[src/design/spa_pkg.sv]
// constants for the pause source address and fabric indirect command block
//
// Contract
// - indirect write changes only target bytes whose lane-select bit is set
// - lane bit 3 covers data 31:24, bit 2 23:16, bit 1 15:8, bit 0 7:0
// - 16-bit target index in command bits 15:0 addresses the fabric; resets zero
// - high register bits 15:0 hold address bits 47:32, reset all ones
// - low register holds address bits 31:0, reset FF0F8000
// - power-on loader fills both registers only if programmed EEPROM found
// - loader puts EEPROM byte 05h in high 7:0, 06h in high 15:8
// - loader puts EEPROM bytes 01h..04h into low register bytes 0..3
// - host writes to address registers accepted only after loading finishes
// - high bit 22, reset clear, enables a distinct address per port
// - per-port address bits 41:40 come from fields 21:20, 19:18, 17:16
// - with per-port mode, shared bits 41:40 are replaced by per-port values
// - first line byte is low 7:0, sixth byte is high 15:8
// - writing pending bit starts access; self-clears on completion; host waits
// - direction bit zero selects write, one selects read
`default_nettype none
package spa_pkg;
   timeunit 1ns;
   timeprecision 1ps;
   localparam logic [11:0] ADDR_HIGH_OFS = 12'h1F0;
   localparam logic [11:0] ADDR_LOW_OFS = 12'h1F4;
   localparam logic [11:0] CMD_OFS = 12'h1A4;
   localparam logic [11:0] DATA_OFS = 12'h1A0;
   localparam logic [31:0] ADDR_HIGH_RST = 32'h0024FFFF;
   localparam logic [31:0] ADDR_LOW_RST = 32'hFF0F8000;
   localparam logic [31:0] ADDR_HIGH_MASK = 32'h007FFFFF;
   localparam int PENDING_BIT = 31;
   localparam int DIR_BIT = 30;
   localparam int INC_BIT = 29;
   localparam int DEC_BIT = 28;
   localparam int LANE_LSB = 16;
   localparam int PER_PORT_BIT = 22;
   localparam int PORT_FIELD_LSB = 16;
   localparam int SHARED_4140_LSB = 8;
   localparam int EE_FIRST_BYTE = 1;
   localparam int EE_BYTES = 6;
endpackage
`default_nettype wire

[src/design/spa_lane_merge.sv]
// byte-lane merge for indirect fabric writes
`default_nettype none
module spa_lane_merge #(
   parameter int LANES = 4
) (
   input wire logic [LANES*8-1:0] old_in,
   input wire logic [LANES*8-1:0] new_in,
   input wire logic [LANES-1:0] lane_in,
   output logic [LANES*8-1:0] merged_out
);
   timeunit 1ns;
   timeprecision 1ps;
   genvar i;
   generate
      for (i = 0; i < LANES; i++)
      begin : g_lane
         // lane i governs bits 8i+7:8i
         assign merged_out[i*8 +: 8] = lane_in[i] ? new_in[i*8 +: 8] : old_in[i*8 +: 8];
      end
   endgenerate
endmodule
`default_nettype wire

[src/design/spa_regs.sv]
// host register file: pause source address pair and indirect fabric command
`default_nettype none
module spa_regs (
   input wire logic clk_in,
   input wire logic resetn_in,
   // host register port
   input wire logic [11:0] reg_addr_in,
   input wire logic reg_wr_in,
   input wire logic reg_rd_in,
   input wire logic [31:0] reg_wdata_in,
   output logic [31:0] reg_rdata_out,
   // eeprom loader
   input wire logic ee_load_in,
   input wire logic [2:0] ee_index_in,
   input wire logic [7:0] ee_byte_in,
   input wire logic ee_programmed_in,
   input wire logic ee_done_in,
   // switch fabric register space
   output logic fab_req_out,
   output logic fab_write_out,
   output logic [15:0] fab_index_out,
   output logic [31:0] fab_wdata_out,
   output logic [3:0] fab_lane_out,
   input wire logic [31:0] fab_rdata_in,
   input wire logic fab_ack_in,
   // per-port pause source addresses, port p in bits 48p+47:48p
   output logic [143:0] pause_addr_out
);
   timeunit 1ns;
   timeprecision 1ps;
   // ************************************************************
   // state
   // ************************************************************
   typedef enum logic [1:0] {
      SPA_IDLE = 2'b00,
      SPA_READ_OLD = 2'b01,
      SPA_BUSY = 2'b10
   } spa_state_t;

   spa_state_t state_q;
   logic [31:0] high_q;
   logic [31:0] low_q;
   logic [31:0] cmd_q;
   logic [31:0] data_q;
   logic [31:0] merged_q;
   logic init_done_q;
   logic [31:0] merged;
   logic wr_high;
   logic wr_low;
   logic wr_cmd;
   logic wr_data;
   logic rd_data;
   logic auto_step;
   logic start;

   always_comb
   begin
      wr_high = 1'b0;
      wr_low = 1'b0;
      wr_cmd = 1'b0;
      wr_data = 1'b0;
      rd_data = 1'b0;
      if (reg_addr_in == spa_pkg::ADDR_HIGH_OFS)
      begin
         wr_high = reg_wr_in && init_done_q;
      end
      else if (reg_addr_in == spa_pkg::ADDR_LOW_OFS)
      begin
         wr_low = reg_wr_in && init_done_q;
      end
      else if (reg_addr_in == spa_pkg::CMD_OFS)
      begin
         wr_cmd = reg_wr_in;
      end
      else if (reg_addr_in == spa_pkg::DATA_OFS)
      begin
         wr_data = reg_wr_in;
         rd_data = reg_rd_in;
      end
   end

   assign auto_step = cmd_q[spa_pkg::INC_BIT] || cmd_q[spa_pkg::DEC_BIT];
   // a new access only starts when none is pending; host is expected to wait
   assign start = (state_q == SPA_IDLE) && !cmd_q[spa_pkg::PENDING_BIT]
      && ((wr_cmd && reg_wdata_in[spa_pkg::PENDING_BIT])
      || (auto_step && (wr_data || rd_data)));

   // ************************************************************
   // address register pair with power-on load
   // ************************************************************
   always_ff @(posedge clk_in or negedge resetn_in)
   begin
      if (!resetn_in)
      begin
         init_done_q <= 1'b0;
      end
      else if (ee_done_in)
      begin
         init_done_q <= 1'b1;
      end
   end

   always_ff @(posedge clk_in or negedge resetn_in)
   begin
      if (!resetn_in)
      begin
         high_q <= spa_pkg::ADDR_HIGH_RST;
         low_q <= spa_pkg::ADDR_LOW_RST;
      end
      else if (!init_done_q)
      begin
         // bytes 1..4 land in low, 5..6 in high, lowest byte first
         if (ee_load_in && ee_programmed_in)
         begin
            if (ee_index_in == 3'(spa_pkg::EE_FIRST_BYTE))
               low_q[7:0] <= ee_byte_in;
            else if (ee_index_in == 3'(spa_pkg::EE_FIRST_BYTE + 1))
               low_q[15:8] <= ee_byte_in;
            else if (ee_index_in == 3'(spa_pkg::EE_FIRST_BYTE + 2))
               low_q[23:16] <= ee_byte_in;
            else if (ee_index_in == 3'(spa_pkg::EE_FIRST_BYTE + 3))
               low_q[31:24] <= ee_byte_in;
            else if (ee_index_in == 3'(spa_pkg::EE_FIRST_BYTE + 4))
               high_q[7:0] <= ee_byte_in;
            else if (ee_index_in == 3'(spa_pkg::EE_BYTES))
               high_q[15:8] <= ee_byte_in;
         end
      end
      else
      begin
         if (wr_high)
            high_q <= reg_wdata_in & spa_pkg::ADDR_HIGH_MASK;
         if (wr_low)
            low_q <= reg_wdata_in;
      end
   end

   // ************************************************************
   // pause source address per port
   // ************************************************************
   genvar p;
   generate
      for (p = 0; p < 3; p++)
      begin : g_port
         logic [1:0] pair_41_40;
         // per-port mode swaps only bits 41:40; the rest of the upper half stays shared
         assign pair_41_40 = high_q[spa_pkg::PER_PORT_BIT]
            ? high_q[spa_pkg::PORT_FIELD_LSB + 2*p +: 2]
            : high_q[spa_pkg::SHARED_4140_LSB +: 2];
         // line order: low 7:0 first ... high 15:8 sixth
         assign pause_addr_out[p*48 +: 48] = {high_q[15:spa_pkg::SHARED_4140_LSB + 2],
            pair_41_40, high_q[spa_pkg::SHARED_4140_LSB - 1:0], low_q};
      end
   endgenerate

   // ************************************************************
   // indirect fabric access
   // ************************************************************
   spa_lane_merge #(
      .LANES(4)
   ) u_merge (
      .old_in(fab_rdata_in),
      .new_in(data_q),
      .lane_in(cmd_q[spa_pkg::LANE_LSB +: 4]),
      .merged_out(merged)
   );

   always_ff @(posedge clk_in or negedge resetn_in)
   begin
      if (!resetn_in)
      begin
         state_q <= SPA_IDLE;
         cmd_q <= 32'h00000000;
         data_q <= 32'h00000000;
         merged_q <= 32'h00000000;
      end
      else
      begin
         case (state_q)
            SPA_IDLE:
            begin
               if (wr_cmd && !cmd_q[spa_pkg::PENDING_BIT])
                  cmd_q <= {reg_wdata_in[31:28], 8'h00, reg_wdata_in[19:0]};
               if (wr_data && !cmd_q[spa_pkg::PENDING_BIT])
                  data_q <= reg_wdata_in;
               if (start)
               begin
                  cmd_q[spa_pkg::PENDING_BIT] <= 1'b1;
                  if (rd_data && auto_step)
                     cmd_q[spa_pkg::DIR_BIT] <= 1'b1;
                  else if (wr_data && auto_step)
                     cmd_q[spa_pkg::DIR_BIT] <= 1'b0;
                  // read-modify-write keeps unselected bytes of the target
                  state_q <= SPA_READ_OLD;
               end
            end
            SPA_READ_OLD:
            begin
               if (fab_ack_in)
               begin
                  // merged word held on a flop so write data stands for the whole phase
                  merged_q <= merged;
                  if (cmd_q[spa_pkg::DIR_BIT])
                  begin
                     data_q <= fab_rdata_in;
                     cmd_q[spa_pkg::PENDING_BIT] <= 1'b0;
                     state_q <= SPA_IDLE;
                  end
                  else
                     state_q <= SPA_BUSY;
               end
            end
            SPA_BUSY:
            begin
               if (fab_ack_in)
               begin
                  cmd_q[spa_pkg::PENDING_BIT] <= 1'b0;
                  // host sets all lanes for stepping; partial lanes still honoured
                  if (cmd_q[spa_pkg::INC_BIT])
                     cmd_q[15:0] <= cmd_q[15:0] + 16'h0001;
                  else if (cmd_q[spa_pkg::DEC_BIT])
                     cmd_q[15:0] <= cmd_q[15:0] - 16'h0001;
                  state_q <= SPA_IDLE;
               end
            end
            default:
               state_q <= SPA_IDLE;
         endcase
      end
   end

   assign fab_req_out = (state_q != SPA_IDLE);
   assign fab_write_out = (state_q == SPA_BUSY);
   assign fab_index_out = cmd_q[15:0];
   assign fab_wdata_out = merged_q;
   assign fab_lane_out = (state_q == SPA_BUSY) ? cmd_q[spa_pkg::LANE_LSB +: 4] : 4'h0;

   always_comb
   begin
      reg_rdata_out = 32'h00000000;
      if (reg_addr_in == spa_pkg::ADDR_HIGH_OFS)
         reg_rdata_out = high_q & spa_pkg::ADDR_HIGH_MASK;
      else if (reg_addr_in == spa_pkg::ADDR_LOW_OFS)
         reg_rdata_out = low_q;
      else if (reg_addr_in == spa_pkg::CMD_OFS)
         reg_rdata_out = cmd_q;
      else if (reg_addr_in == spa_pkg::DATA_OFS)
         reg_rdata_out = data_q;
   end
endmodule
`default_nettype wire

[config.mk]
export PLATFORM = sky130hd
export DESIGN_NAME = spa_regs
export DESIGN_NICKNAME = d
export VERILOG_FILES = /design/src/design/spa_pkg.sv /design/src/design/spa_lane_merge.sv /design/src/design/spa_regs.sv
export SDC_FILE = /design/constraint.sdc
export NUM_CORES = 1
export LEC_CHECK = 0
export ABC_AREA = 1
export BUFFER_PORTS_ARGS = -buffer_cell sky130_fd_sc_hd__buf_2
export CAP_MARGIN = 10
export CORE_ASPECT_RATIO = 0.9
export CORE_UTILIZATION = 52
export DETAILED_ROUTE_END_ITERATION = 10
export PLACE_DENSITY = 0.86
export SLEW_MARGIN = 20
export SYNTH_ARGS = -nofsm -noshare
export SYNTH_HDL_FRONTEND = slang
export SYNTH_SLANG_ARGS = --single-unit
[constraint.sdc]
create_clock -name clk_in -period 2.3 [get_ports clk_in]
set_input_delay 0.115 -clock clk_in [delete_from_list [all_inputs] [get_ports clk_in]]
set_output_delay 0.115 -clock clk_in [all_outputs]
set_load 0.01 [all_outputs]
Word-level counts from Yosys, hierarchy flattened
Index checks and enable logic that the tools add are counted.
Cells by class
  add/sub/neg operators: 2
  $mul: 0
  div/mod/pow operators: 0
  order comparisons: 0
  eq/ne operators: 27
  shift operators: 0
  multiplexer cells: 67
  bitwise gates (word level): 0
  reduce and logical (&&, ||, !) cells: 39
Operators by type and width (number)
  32-bit two-way mux: 11
  16-bit two-way mux: 11
  8-bit two-way mux: 12
  32-bit case mux with 2 select lines: 1
  12-bit by 9-bit equality test with 1-bit output, second input constant: 4
  16-bit case mux with 2 select lines: 1
  24-bit two-way mux: 1
  2-bit nonzero test: 10
  1-bit two-way mux: 19
  16-bit by 1-bit adder with 16-bit output, second input constant: 1
  2-bit two-way mux: 8
  2-bit != test, second input constant: 8
  16-bit by 1-bit subtractor with 16-bit output, second input constant: 1
  4-bit AND reduction: 3
  1-bit logical AND: 10
  2-bit by 1-bit != test with 1-bit output, second input constant: 5
  5-bit AND reduction: 2
  3-bit equality test, second input constant: 3
  8-bit AND reduction: 1
  7-bit AND reduction: 1
  3-bit by 2-bit equality test with 1-bit output, second input constant: 2
  2-bit case mux with 3 select lines: 1
  2-bit AND reduction: 3
  3-bit AND reduction: 2
  12 further kinds: 14
Word-level totals
  bits in registers: 146
  bits in latches: 0
  RAM bits: 0
  bits in read-only memories: 0
  input port bits: 95
  output and inout bits: 230
  word-level logic and storage cells: 150
  memories kept: 0

Logic depth before layout (Yosys ltp)
Gate-level depths: netlist of the first run.
  word-level depth: 11
  gate-level depth with buffers: 14
  gate-level depth less buffers: 14

Hierarchy
From an unflattened synthesis of the first run, not the netlist that was laid out.
Unflattened totals
  cells, all modules: 1288
  area total of the unflattened synthesis: 9710.6 um2
Modules (own cells, without submodules)
  spa_regs: instances 1, cells an instance 1184, area an instance 9290.2 um2, sequential area each 3692.3 um2
  spa_lane_merge: instances 1, cells an instance 104, area an instance 420.4 um2, sequential area each 0.0 um2

Worst setup path after synthesis of the first run
Ideal clock, no wire load.
  path kind: reg2reg
  start: register cmd_q[29]
  end: register cmd_q[14]
  setup time: 0.117 ns
  arrival: 1.829 ns
  data required time: 2.183 ns
  slack: 0.354 ns
  cell stages (with the launch flop): 11
  path buffers: 0
  clock period less this slack: 1.946 ns
  cells stage by stage: dfrtp_1 > inv_1 > ha_1 > a21oi_1 > o21ai_0 > a21oi_1 > nand3_1 > nand3_1 > nand2_1 > nand2_1 > nand2_1
Between the ends
  longest elaborated chain between the ends: 3
  elaborated cells between the ends (all ways): 5
  classes of those cells: 1 x eq/ne; 3 x mux; 1 x reduce/logical
RTL lines
  start: declaration: line spa_regs.sv:43  | logic [31:0] cmd_q;
  start signal: assignment: line spa_regs.sv:183  | cmd_q <= {reg_wdata_in[31:28], 8'h00, reg_wdata_in[19:0]};
  16-bit two-way mux: line spa_regs.sv:219  | if (cmd_q[spa_pkg::INC_BIT])
  16-bit two-way mux: line spa_regs.sv:215  | if (fab_ack_in)
  16-bit case mux with 2 select lines: line spa_regs.sv:179  | case (state_q)
Parallel ways exist; a longest one is shown, timed or not. The select of a mux whose other input is x is not followed.
A chain may end at the register's enable or synchronous reset.

Final worst setup path of the first run
  start: register state_q[0]
  end: output fab_lane_out[2]
Between the ends
  longest elaborated chain between the ends: 2
RTL lines
  start: declaration: line spa_regs.sv:40  | spa_state_t state_q;
  start signal: assignment: line spa_regs.sv:172  | state_q <= SPA_IDLE;
  start signal: assignment: line spa_regs.sv:194  | state_q <= SPA_READ_OLD;
  start signal: assignment: line spa_regs.sv:207  | state_q <= SPA_IDLE;
  2-bit equality test: line spa_regs.sv:236  | assign fab_lane_out = (state_q == SPA_BUSY) ? cmd_q[spa_pkg::LANE_LSB +: 4] : 4'h0;
  4-bit two-way mux: line spa_regs.sv:236
  end: declaration: line spa_regs.sv:23  | output logic [3:0] fab_lane_out,
Every way passes these cells.

==> results of run 1 <==
layout by cell type, fill, tap and decap left out, types with 7 or more instances in the layout:
cell type	count
a21oi_1	70
a31oi_1	13
buf_2	323
buf_4	24
clkbuf_16	17
dfrtp_1	115
dfstp_2	31
dlygate4sd3_1	14
ha_1	16
inv_1	141
nand2_1	382
nand3_1	36
nand4_1	11
nor2_1	82
o2111ai_1	9
o211ai_1	15
o21a_1	10
o21ai_0	174
o31ai_1	7
registers in the layout (all words and copies together) (netlist names):
register	flops
cmd_q	24
data_q	32
fab_wdata_out	32
high_q	23
init_done_q	1
low_q	32
state_q	2
metrics by stage:
stage               setup WS (ps)  hold slack, ps  utilization (%)  instance area (µm²)  power [mW]
floorplan                     354            -181                -                 9590        8.56
detailed placement            267             103             59.4                10600        10.3
global placement              297            99.0             59.4                10600        10.2
global route                 56.3            37.7             63.6                11400        14.4
finish                        219            21.1             63.6                11400        13.4
CTS                           204            12.6             63.6                11300        13.3
cells by family after synthesis:
group           count (synthesis)  synth area share, %
simple gates                  527                 22.2
buf+inv                       328                 17.9
compound gates                318                 18.7
flops                         146                 38.5
fa+ha+maj                      18                 2.43
xor+xnor                        2                0.183
mux                             1                0.104
per-layer routing:
metal	GRT usage, %	vias to the layer above	share of wire [%]
met1	48.2	4519	43
met4	12.1	0	2.7
li1	-	4624	-
met2	50.5	672	43
met3	9.55	77	12
met5	0	-	0
worst min path at each step:
stage	from	end	slack [ps]	depth (start not counted)
finish	reg_wdata_in[18]	data_q[18]$_DFFE_PN0P_	20	3
global route	reg_wdata_in[17]	data_q[17]$_DFFE_PN0P_	40	3
CTS	reg_wdata_in[27]	low_q[27]$_DFFE_PN1P_	10	5
detailed placement	resetn_in	fab_wdata_out[24]$_DFFE_PN0P_	100	1
global placement	resetn_in	fab_wdata_out[19]$_DFFE_PN0P_	100	1
floorplan	resetn_in	cmd_q[0]$_DFFE_PN0P_	-180	0
power by group through the flow:
stage,registers (mW),logic (mW),clock network (mW)
after detailed placement,4.24,6.08,0
after CTS,4.21,6.13,2.94
after global placement,4.21,6.01,0
final,4.24,6.20,2.95
after floorplan,4.18,4.38,0
after global routing,4.34,7.03,3.07
critical path: cells and delay by family (launching register included):
| kind | cells | cell delay (ps) |
|---|---|---|
| buffers and inverters | 4 | 680 |
| adder cells (fa/ha/maj) | 1 | 340 |
| flip-flops | 1 | 400 |
| AND/OR/NAND/NOR | 1 | 90 |
cell type report:
type	instances	area, µm²
clock inverters	12	154
clock buffers	20	457
flip-flops and latches	146	3690
well taps	240	300
repair buffers	365	2010
inverters	148	556
multi-input cells	866	4180
fillers	1585	6490
timing repair:
action | CTS | global route
endpoints found under the setup margin | 0 | 8
hold buffers | 14 | 0
gates resized for setup | 0 | 1
hold endpoints to repair | 64 | 0
==> summary.md, run 1 <==
| Metric | Value |
|---|---|
| Status | `complete, no violations` |
| Commonest cells post-synth | `nand2_1, o21ai_0, inv_1` |
| Most area-consuming cells after synthesis | `dfrtp_1, nand2_1, buf_4` |
| Worst rel slew slack | `between 50% and 60%` |
| Sequential Power Share | `31.7%` |
| Initial Util | `53.8%` |
| Max Clock Freq | `between 0.4 and 0.5 GHz` |
| Final Hold Fails | `0` |
| Nets | `1657` |
| Area Growth Syn to Fin | `18.3%` |
| Peak supply drop | `~0.76 mV` |
| Via density | `5.50` |
| Sw Ratio | `roughly 44%` |
| Pwr Density | `around 1200 nW/µm²` |
| Placed instance count | `between 1500 and 2000` |
| Crit-path max FO | `20` |
| Worst setup path category | `register to output pin` |
| Worst reg-to-reg path cell count | `13` |
| Worst reg2reg startpoint | `cmd_q[29]$_DFFE_PN0P_` |
| DR pass1 iterations | `6` |
| Sequential element share of the synthesized area | `between 30% and 40%` |
| Clk pin slew, worst setup/hold paths | `roughly 60 ps` |
| IO buf count | `between 300 and 400` |
| Psw | `5.93 mW` |
| Max Slew Vio Count | `0` |
| Clk pwr share | `22.0%` |
| Cell count after synthesis | `between 1000 and 1500` |
| Number of global-route vias before repair | `about 8600` |
| Setup crit end | `fab_lane_out[2]` |
| Lkg Pwr | `just over 6 nW` |
| CP endpoint kind | `output pin` |
| Clock Latency Late Sink | `between 400 and 500 ps` |
| Core Box Area | `about 18000 µm²` |
| CTS buffer count | `17` |
| Async SR Flop Fraction | `between 90% and 100%` |
| Die height | `between 100 and 150 µm` |
| Worst path cell trace | `inv_1 > ha_1 > buf_4 > nand2_1 > inv_1 > buf_2` |
| Netlist Area Pre-Place | `9590 µm²` |
| # rows | `46` |
| Fraction of layout cells with a size suffix above 1 | `28.2%` |
| Clk sinks | `146` |
| Detailed Route WL | `between 30 and 40 mm` |
| Post-CTS setup repair buffer count | `0` |
| TritonCTS clock tree | `built` |
| Drt first-iter violations | `around 1200` |
| Flop-to-flop setup slack | `about 230 ps` |
| CP startpoint | `state_q[0]$_DFFE_PN0P_` |
| Overall Global Routing Usage | `34.2%` |
| Max-Cap Viols | `0` |
| Vias | `between 9000 and 10000` |
| Die X-Extent | `145 µm` |
| Die area | `19000 µm²` |
| Post-DP HPWL | `around 25 mm` |
| Final period utilization | `between 90% and 100%` |
| Worst R2R End | `cmd_q[13]$_DFFE_PN0P_` |
| Most Frequent Cell on Critical Path | `inv_1` |
| Largest net degree at the start of global routing | `67` |
| Post-Syn Nets | `~1500` |
| Setup Viol. Count Final | `0` |
| Final Wtd Congestion | `1.00` |
| Clock Tree Root | `clkbuf_16` |
| CP peak stage delay | `approximately 400 ps` |
| Min cycle time layout | `2080 ps` |
| RSZ-0062 raised after global routing | `no` |
| Syn Area/Cell | `between 7 and 8 µm²` |
| Worst Path Arrival | `a little under 2000 ps` |
| Setup Skew | `roughly 8.2 ps` |
| Top-count cell post-synth | `nand2_1` |
| GRT overflow | `0` |
| CP max stage cell | `dfrtp_1` |
| Post-synth EDFFs | `0` |
| First-pass GRT wire length | `49.3 mm` |
| Synth cell types | `40` |
| Yosys Warn Count | `0` |
| Initial antenna violation count | `0` |
| Htree depth | `4` |
| Post-DRT Antenna Nets | `0` |
| Combinational power share | `a little under half` |
| Most used DFF post-synth | `dfrtp_1` |
| Internal power | `between 7 and 8 mW` |
| Post-synth top area share | `roughly 30%` |
| Least-Margin Pin Slew | `about 660 ps` |
| DRC Markers | `0` |
| Clk buf depth | `2` |
| CP required | `2180 ps` |
| Synth Register Bits | `about 150` |
| Final Instance Count excl. Fillers | `roughly 1800` |
| I/O pin count | `325` |
| Diode count | `0` |
| Startpoint types | `register` |
| Fin Setup TNS | `0 ps` |
| Per-cell routed wire length | `around 18 µm` |
| Hold Path Class | `primary input to register` |
| Yosys top cell by area | `dfrtp_1` |
(Power assumes the default switching activity.)
==> inputs of run 2 (changes only) <==
--- a/config.mk
+++ b/config.mk
@@ -6,13 +6,15 @@
 export NUM_CORES = 1
 export LEC_CHECK = 0
 export ABC_AREA = 1
-export BUFFER_PORTS_ARGS = -buffer_cell sky130_fd_sc_hd__buf_2
 export CAP_MARGIN = 10
 export CORE_ASPECT_RATIO = 0.9
-export CORE_UTILIZATION = 52
+export CORE_UTILIZATION = 55
 export DETAILED_ROUTE_END_ITERATION = 10
-export PLACE_DENSITY = 0.86
+export DONT_BUFFER_PORTS = 1
+export PLACE_DENSITY = 0.74
+export SETUP_SLACK_MARGIN = 0.2
 export SLEW_MARGIN = 20
 export SYNTH_ARGS = -nofsm -noshare
 export SYNTH_HDL_FRONTEND = slang
 export SYNTH_SLANG_ARGS = --single-unit
+export TNS_END_PERCENT = 100
==> summary.md, run 2 (same netlist as run 1, synthesis figures left out) <==
| Metric | Value |
|---|---|
| Status | `complete, but fails checks (was complete, no violations)` |
| Failing checks | `hold timing` |
| Worst setup path category | `register to register (was register to output pin)` |
| Worst Path Arrival | `2400 ps (was 1970 ps)` |
| Combinational power share | `43.1% (was 46.3%)` |
| Smallest hold slack | `-639 ps (was 21.1 ps)` |
| Per-cell routed wire length | `20.7 µm (was 18.3 µm)` |
| Die area | `18000 µm² (was 19000 µm²)` |
| First-pass GRT wire length | `47.7 mm (was 49.3 mm)` |
| Worst R2R End | `cmd_q[13]$_DFFE_PN0P_ (unchanged)` |
| Vias | `8861 (was 9892)` |
| Via density | `5.76 (was 5.50)` |
| Sw Ratio | `45.4% (was 44.3%)` |
| Clk pin slew, worst setup/hold paths | `70 ps (was 60 ps)` |
| Die height | `127 µm (was 131 µm)` |
| TritonCTS clock tree | `built (unchanged)` |
| Clk pwr share | `21.3% (was 22.0%)` |
| Crit-path max FO | `15 (was 20)` |
| DRC Markers | `0 (unchanged)` |
| Max-Cap Viols | `0 (unchanged)` |
| Final Wtd Congestion | `0.950 (was 1.00)` |
| CP required | `2630 ps (was 2180 ps)` |
| I/O pin count | `325 (unchanged)` |
| CP max stage cell | `dfrtp_1 (unchanged)` |
| Clk sinks | `146 (unchanged)` |
| RSZ-0062 raised after global routing | `yes (was no)` |
| Drt first-iter violations | `1072 (was 1167)` |
| CTS buffer count | `17 (unchanged)` |
| Hold-fix buffers, CTS | `70 (was 14)` |
| Final Hold Fails | `146 (was 0)` |
| Overall Global Routing Usage | `35.8% (was 34.2%)` |
| Commonest non-fill, non-tap cell in the layout | `nand2_1 (unchanged)` |
| Flop-to-flop setup slack | `230 ps (about the same)` |
| Htree depth | `4 (unchanged)` |
| Final period utilization | `89.8% (was 90.5%)` |
| Post-DP HPWL | `23.0 mm (was 25.4 mm)` |
| Clock Tree Root | `clkbuf_16 (unchanged)` |
| Startpoint types | `register (unchanged)` |
| Number of global-route vias before repair | `8081 (was 8643)` |
| CP peak stage delay | `420 ps (was 400 ps)` |
| Sequential Power Share | `35.6% (was 31.7%)` |
| GRT overflow | `0 (unchanged)` |
| Setup Viol. Count Final | `0 (unchanged)` |
| Core Box Area | `16900 µm² (was 17800 µm²)` |
| Clock Latency Late Sink | `440 ps (about the same)` |
| Max Clock Freq | `0.484 GHz (was 0.481 GHz)` |
| Worst reg-to-reg path cell count | `14 (was 13)` |
| Worst reg2reg startpoint | `cmd_q[29]$_DFFE_PN0P_ (unchanged)` |
| Fin Setup TNS | `0 ps (unchanged)` |
| Psw | `6.01 mW (was 5.93 mW)` |
| Detailed Route WL | `31.8 mm (was 32.8 mm)` |
| Worst rel slew slack | `52.3% (was 55.8%)` |
| Commonest cells after routing, fill and taps aside | `nand2_1, o21ai_0, inv_1, dfrtp_1, nor2_1 (was nand2_1, buf_2, o21ai_0, inv_1, dfrtp_1)` |
| Least-Margin Pin Slew | `715 ps (was 663 ps)` |
| Initial antenna violation count | `2 (was 0)` |
| Hold Path Class | `primary input to async pin (was primary input to register)` |
| Diode count | `0 (unchanged)` |
| Fraction of layout cells with a size suffix above 1 | `13.0% (was 28.2%)` |
| Largest net degree at the start of global routing | `147 (was 67)` |
| DR pass1 iterations | `8 (was 6)` |
| Post-DRT Antenna Nets | `0 (unchanged)` |
| # rows | `45 (was 46)` |
| Min cycle time layout | `2070 ps (was 2080 ps)` |
| Nets | `1403 (was 1657)` |
| IO buf count | `0 (was 324)` |
| Worst path cell trace | `clkinvlp_4 > buf_12 > ha_1 > nand3_1 > nand2_1 > nand2_1 > nand2_1 > nand3_1 > nand2_1 > nand2_1 > nand3_1 > nand2_1 > nand2_1 > nand2_1 (was inv_1 > ha_1 > buf_4 > nand2_1 > inv_1 > buf_2)` |
| Internal power | `7.23 mW (was 7.46 mW)` |
| Die X-Extent | `141 µm (was 145 µm)` |
| Peak supply drop | `0.790 mV (was 0.763 mV)` |
| CP startpoint | `cmd_q[29]$_DFFE_PN0P_ (was state_q[0]$_DFFE_PN0P_)` |
| Most Frequent Cell on Critical Path | `nand2_1 (was inv_1)` |
| CP endpoint kind | `register (was output pin)` |
| Pwr Density | `1250 nW/µm² (was 1180 nW/µm²)` |
| Area Growth Syn to Fin | `10.4% (was 18.3%)` |
| Clk buf depth | `2 (unchanged)` |
| Setup Skew | `9.95 ps (was 8.24 ps)` |
| Initial Util | `56.6% (was 53.8%)` |
| Lkg Pwr | `5.10 nW (was 6.08 nW)` |
| Max Slew Vio Count | `0 (unchanged)` |
run 2: cell count changes in the layout (fill, tap and decap cells not counted), sizes merged:
cell and delta:
buf -310, dlygate4sd3 +56, inv +4, clkbuf -3
bufinv -2, clkinvlp +1
run 2: layout make-up:
cell class,count,area (µm²)
Clock buffer,17,425
Clock inverter,15,164
Fill cell,1505,6360
Inverter,148,559
Multi-Input combinational cell,866,4420
Sequential cell,146,3690
Tap cell,235,294
Timing Repair Buffer,111,1040
run 2: repair_timing:
item | 4_1_cts | 5_1_grt
resized for setup | 3 | 49
setup buffers | 1 | 3
setup endpoints to repair | 12 | 37
hold endpoints to repair | 261 | 146
pin swaps | 0 | 7
run 2: worst max-delay path by stage:
stage               depth (start not counted)                     to
floorplan                                  10  cmd_q[14]$_DFFE_PN0P_
global placement                           12  cmd_q[10]$_DFFE_PN0P_
detailed placement                         10  cmd_q[14]$_DFFE_PN0P_
CTS                                        11  cmd_q[14]$_DFFE_PN0P_
global route                               14  cmd_q[13]$_DFFE_PN0P_
finish                                     14  cmd_q[13]$_DFFE_PN0P_
run 2: worst max-delay path, delay by kind of cell (launching register included):
kind / cells / cell delay, ps
DFF: 1 / 420
and+or+nand+nor: 11 / 900
buffers and inverters: 2 / 310
adders and majority gates: 1 / 310
run 2: stage by stage:
| stage | std cells | power (mW) | util [%] | worst slack, ps | instance area, µm² |
|---|---|---|---|---|---|
| floorplan | 1340 | 8.56 | - | 354 | 9590 |
| CTS | 1535 | 12.6 | 61.0 | 209 | 10300 |
| finish | 1538 | 13.2 | 62.5 | 234 | 10600 |
| global route | 1538 | 14.2 | 62.5 | 78.3 | 10600 |
| global placement | 1432 | 9.41 | 53.2 | 90.8 | 9020 |
| detailed placement | 1432 | 9.48 | 53.2 | 27.4 | 9020 |
run 2: power groups by stage:
stage               clock (mW)  sequential, mW  combinational [mW]
floorplan                    0            4.18                4.38
global placement             0            4.67                4.75
detailed placement           0            4.69                4.79
CTS                       2.84            4.65                5.06
global route              2.94            4.83                6.45
finish                    2.82            4.71                5.70
run 2: per-layer routing:
metal,wire length [µm],track usage [%],vias up,part of all wire [%]
li1,-,-,4109,-
met1,13400,50.4,4116,42
met2,13200,50.3,543,42
met3,4110,13.2,89,13
met4,1050,12.9,4,3.3
met5,23,0,-,0.072
==> inputs of run 3 (changes only) <==
--- a/config.mk
+++ b/config.mk
@@ -11,6 +11,8 @@
 export CORE_UTILIZATION = 55
 export DETAILED_ROUTE_END_ITERATION = 10
 export DONT_BUFFER_PORTS = 1
+export HOLD_SLACK_MARGIN = 0.15
+export MAX_ROUTING_LAYER = met4
 export PLACE_DENSITY = 0.74
 export SETUP_SLACK_MARGIN = 0.2
 export SLEW_MARGIN = 20
==> summary.md, run 3 (same netlist as run 1, synthesis figures left out) <==
| Metric | Value |
|---|---|
| Sequential Power Share | `36.1% (was 35.6%)` |
| Final Wtd Congestion | `0.972 (was 0.950)` |
| Clock Latency Late Sink | `430 ps (was 440 ps)` |
| I/O pin count | `325 (unchanged)` |
| Setup Viol. Count Final | `0 (unchanged)` |
| Met2 usage | `50.7% (was 50.3%)` |
| Worst Path Arrival | `2340 ps (was 2400 ps)` |
| Peak supply drop | `0.689 mV (was 0.790 mV)` |
| Sw Ratio | `45.2% (was 45.4%)` |
| Die height | `127 µm (unchanged)` |
| Hold Path Class | `primary input to async pin (unchanged)` |
| Post-Layout Inst Area | `10600 µm² (about the same)` |
| Commonest cells after routing, fill and taps aside | `nand2_1, o21ai_0, inv_1, dfrtp_1, dlygate4sd3_1 (was nand2_1, o21ai_0, inv_1, dfrtp_1, nor2_1)` |
| Least-Margin Pin Slew | `742 ps (was 715 ps)` |
| Final Hold Fails | `146 (unchanged)` |
| Largest net degree at the start of global routing | `147 (unchanged)` |
| Crit-path max FO | `14 (was 15)` |
| Worst rel slew slack | `50.5% (was 52.3%)` |
| Clk pin slew, worst setup/hold paths | `70 ps (about the same)` |
| Core Box Area | `16900 µm² (unchanged)` |
| DR pass1 iterations | `6 (was 8)` |
| Clk buf depth | `2 (unchanged)` |
| Final period utilization | `87.5% (was 89.8%)` |
| Clock Tree Root | `clkbuf_16 (unchanged)` |
| First-pass GRT wire length | `48.6 mm (was 47.7 mm)` |
| Pwr Density | `1230 nW/µm² (was 1250 nW/µm²)` |
| Hold-fix buffers, CTS | `83 (was 70)` |
| Commonest non-fill, non-tap cell in the layout | `nand2_1 (unchanged)` |
| Fin Setup TNS | `0 ps (unchanged)` |
| Initial Util | `56.6% (unchanged)` |
| Psw | `5.88 mW (was 6.01 mW)` |
| Met3 Track Usage GR | `10.0% (was 13.2%)` |
| DRC Markers | `0 (unchanged)` |
| IO buf count | `0 (unchanged)` |
| Internal power | `7.11 mW (was 7.23 mW)` |
| Post-placement cell area | `9020 µm² (about the same)` |
| Lkg Pwr | `5.13 nW (was 5.10 nW)` |
| Detailed Route WL | `32.4 mm (was 31.8 mm)` |
| Combinational power share | `40.8% (was 43.1%)` |
| Via density | `5.79 (was 5.76)` |
| Nets | `1413 (was 1403)` |
| Initial antenna violation count | `3 (was 2)` |
| Min cycle time layout | `2010 ps (was 2070 ps)` |
| Max Clock Freq | `0.497 GHz (was 0.484 GHz)` |
| CP required | `2630 ps (about the same)` |
| Drt first-iter violations | `996 (was 1072)` |
| Die X-Extent | `141 µm (unchanged)` |
| Setup Skew | `8.99 ps (was 9.95 ps)` |
| Busiest grt layer | `met1 (unchanged)` |
| Number of global-route vias before repair | `8213 (was 8081)` |
| Vias | `8977 (was 8861)` |
| Smallest hold slack | `-631 ps (was -639 ps)` |
| Max-Cap Viols | `0 (unchanged)` |
| Overall Global Routing Usage | `37.3% (was 35.8%)` |
| Die area | `18000 µm² (unchanged)` |
| Clk sinks | `146 (unchanged)` |
| TritonCTS clock tree | `built (unchanged)` |
| Per-cell routed wire length | `20.9 µm (was 20.7 µm)` |
| RSZ-0062 raised after global routing | `yes (unchanged)` |
| Max Slew Vio Count | `0 (unchanged)` |
| CP endpoint kind | `register (unchanged)` |
| Htree depth | `4 (unchanged)` |
| Worst setup path category | `register to register (unchanged)` |
| M1 GR Usage | `53.4% (was 50.4%)` |
| Failing checks | `hold timing (unchanged)` |
| # rows | `45 (unchanged)` |
| CTS buffer count | `17 (unchanged)` |
| Startpoint types | `register (unchanged)` |
| Post-DP HPWL | `23.3 mm (was 23.0 mm)` |
| Area Growth Syn to Fin | `10.2% (was 10.4%)` |
| Clk pwr share | `23.1% (was 21.3%)` |
| Fraction of layout cells with a size suffix above 1 | `11.1% (was 13.0%)` |
| GRT overflow | `0 (unchanged)` |
| Post-DRT Antenna Nets | `0 (unchanged)` |
| Status | `complete, but fails checks (unchanged)` |
-- run 3: final timing paths --
path                       slack (ps)                   start                             to  cells after the start
max in group asynchronous        2620               resetn_in          high_q[2]$_DFFE_PN1P_                      0
max reg2reg                       290  state_q[0]$_DFFE_PN0P_          cmd_q[13]$_DFFE_PN0P_                      9
min reg2reg                       520   cmd_q[29]$_DFFE_PN0P_          cmd_q[29]$_DFFE_PN0P_                      2
min                              -630               resetn_in  fab_wdata_out[25]$_DFFE_PN0P_                      0
min in group clk_in               180               reg_wr_in          cmd_q[14]$_DFFE_PN0P_                      7
max                               290  state_q[0]$_DFFE_PN0P_          cmd_q[13]$_DFFE_PN0P_                      9
-- run 3: routing by layer --
| layer | up-vias | wire length, µm |
|---|---|---|
| li1 | 4131 | - |
| met1 | 4160 | 14100 |
| met2 | 592 | 13400 |
| met3 | 94 | 3860 |
| met4 | 0 | 1060 |
| met5 | - | 0 |
-- run 3: worst max-delay path, stage by stage (launching register included) --
cell and delay (ps):
dfrtp_1 410, inv_1 100, ha_2 290, inv_1 100
buf_4 210, nand4_1 100, dlygate4sd3_1 550, nand2_1 50
nand2_1 50, nand2_1 50
-- run 3: area by class of cell --
type,instances,area [µm²]
Fill cell,1497,6370
Multi-Input combinational cell,866,4250
Sequential cell,146,3690
Timing Repair Buffer,121,1140
Inverter,148,562
Clock buffer,17,425
Tap cell,235,294
Clock inverter,15,195
Antenna cell,3,7.51
-- run 3: what timing repair did --
| item | CTS | global route |
|---|---|---|
| gates cloned | 0 | 0 |
| hold endpoints to repair | 290 | 146 |
| pin swaps | 0 | 1 |
| resized for setup | 1 | 21 |
| setup buffers | 0 | 2 |
| endpoints found under the setup margin | 19 | 46 |
-- run 3: metrics by stage --
stage,setup WS [ps],hold WS [ps],util [%],instances,power (mW)
floorplan,354,-181,-,1340,8.56
global placement,260,-178,53.2,1431,9.47
detailed placement,194,-178,53.2,1431,9.54
CTS,222,-635,61.8,1546,12.7
global route,177,-645,62.4,1551,13.9
finish,288,-631,62.4,1551,13.0
-- run 3: power groups by stage --
stage | Combinational, mW | Clock (mW) | Sequential [mW]
2_1_floorplan | 4.38 | 0 | 4.18
3_3_place_gp | 4.81 | 0 | 4.66
3_5_place_dp | 4.85 | 0 | 4.69
4_1_cts | 5.03 | 3.02 | 4.66
5_1_grt | 6.00 | 3.14 | 4.80
6_report | 5.30 | 3.00 | 4.69
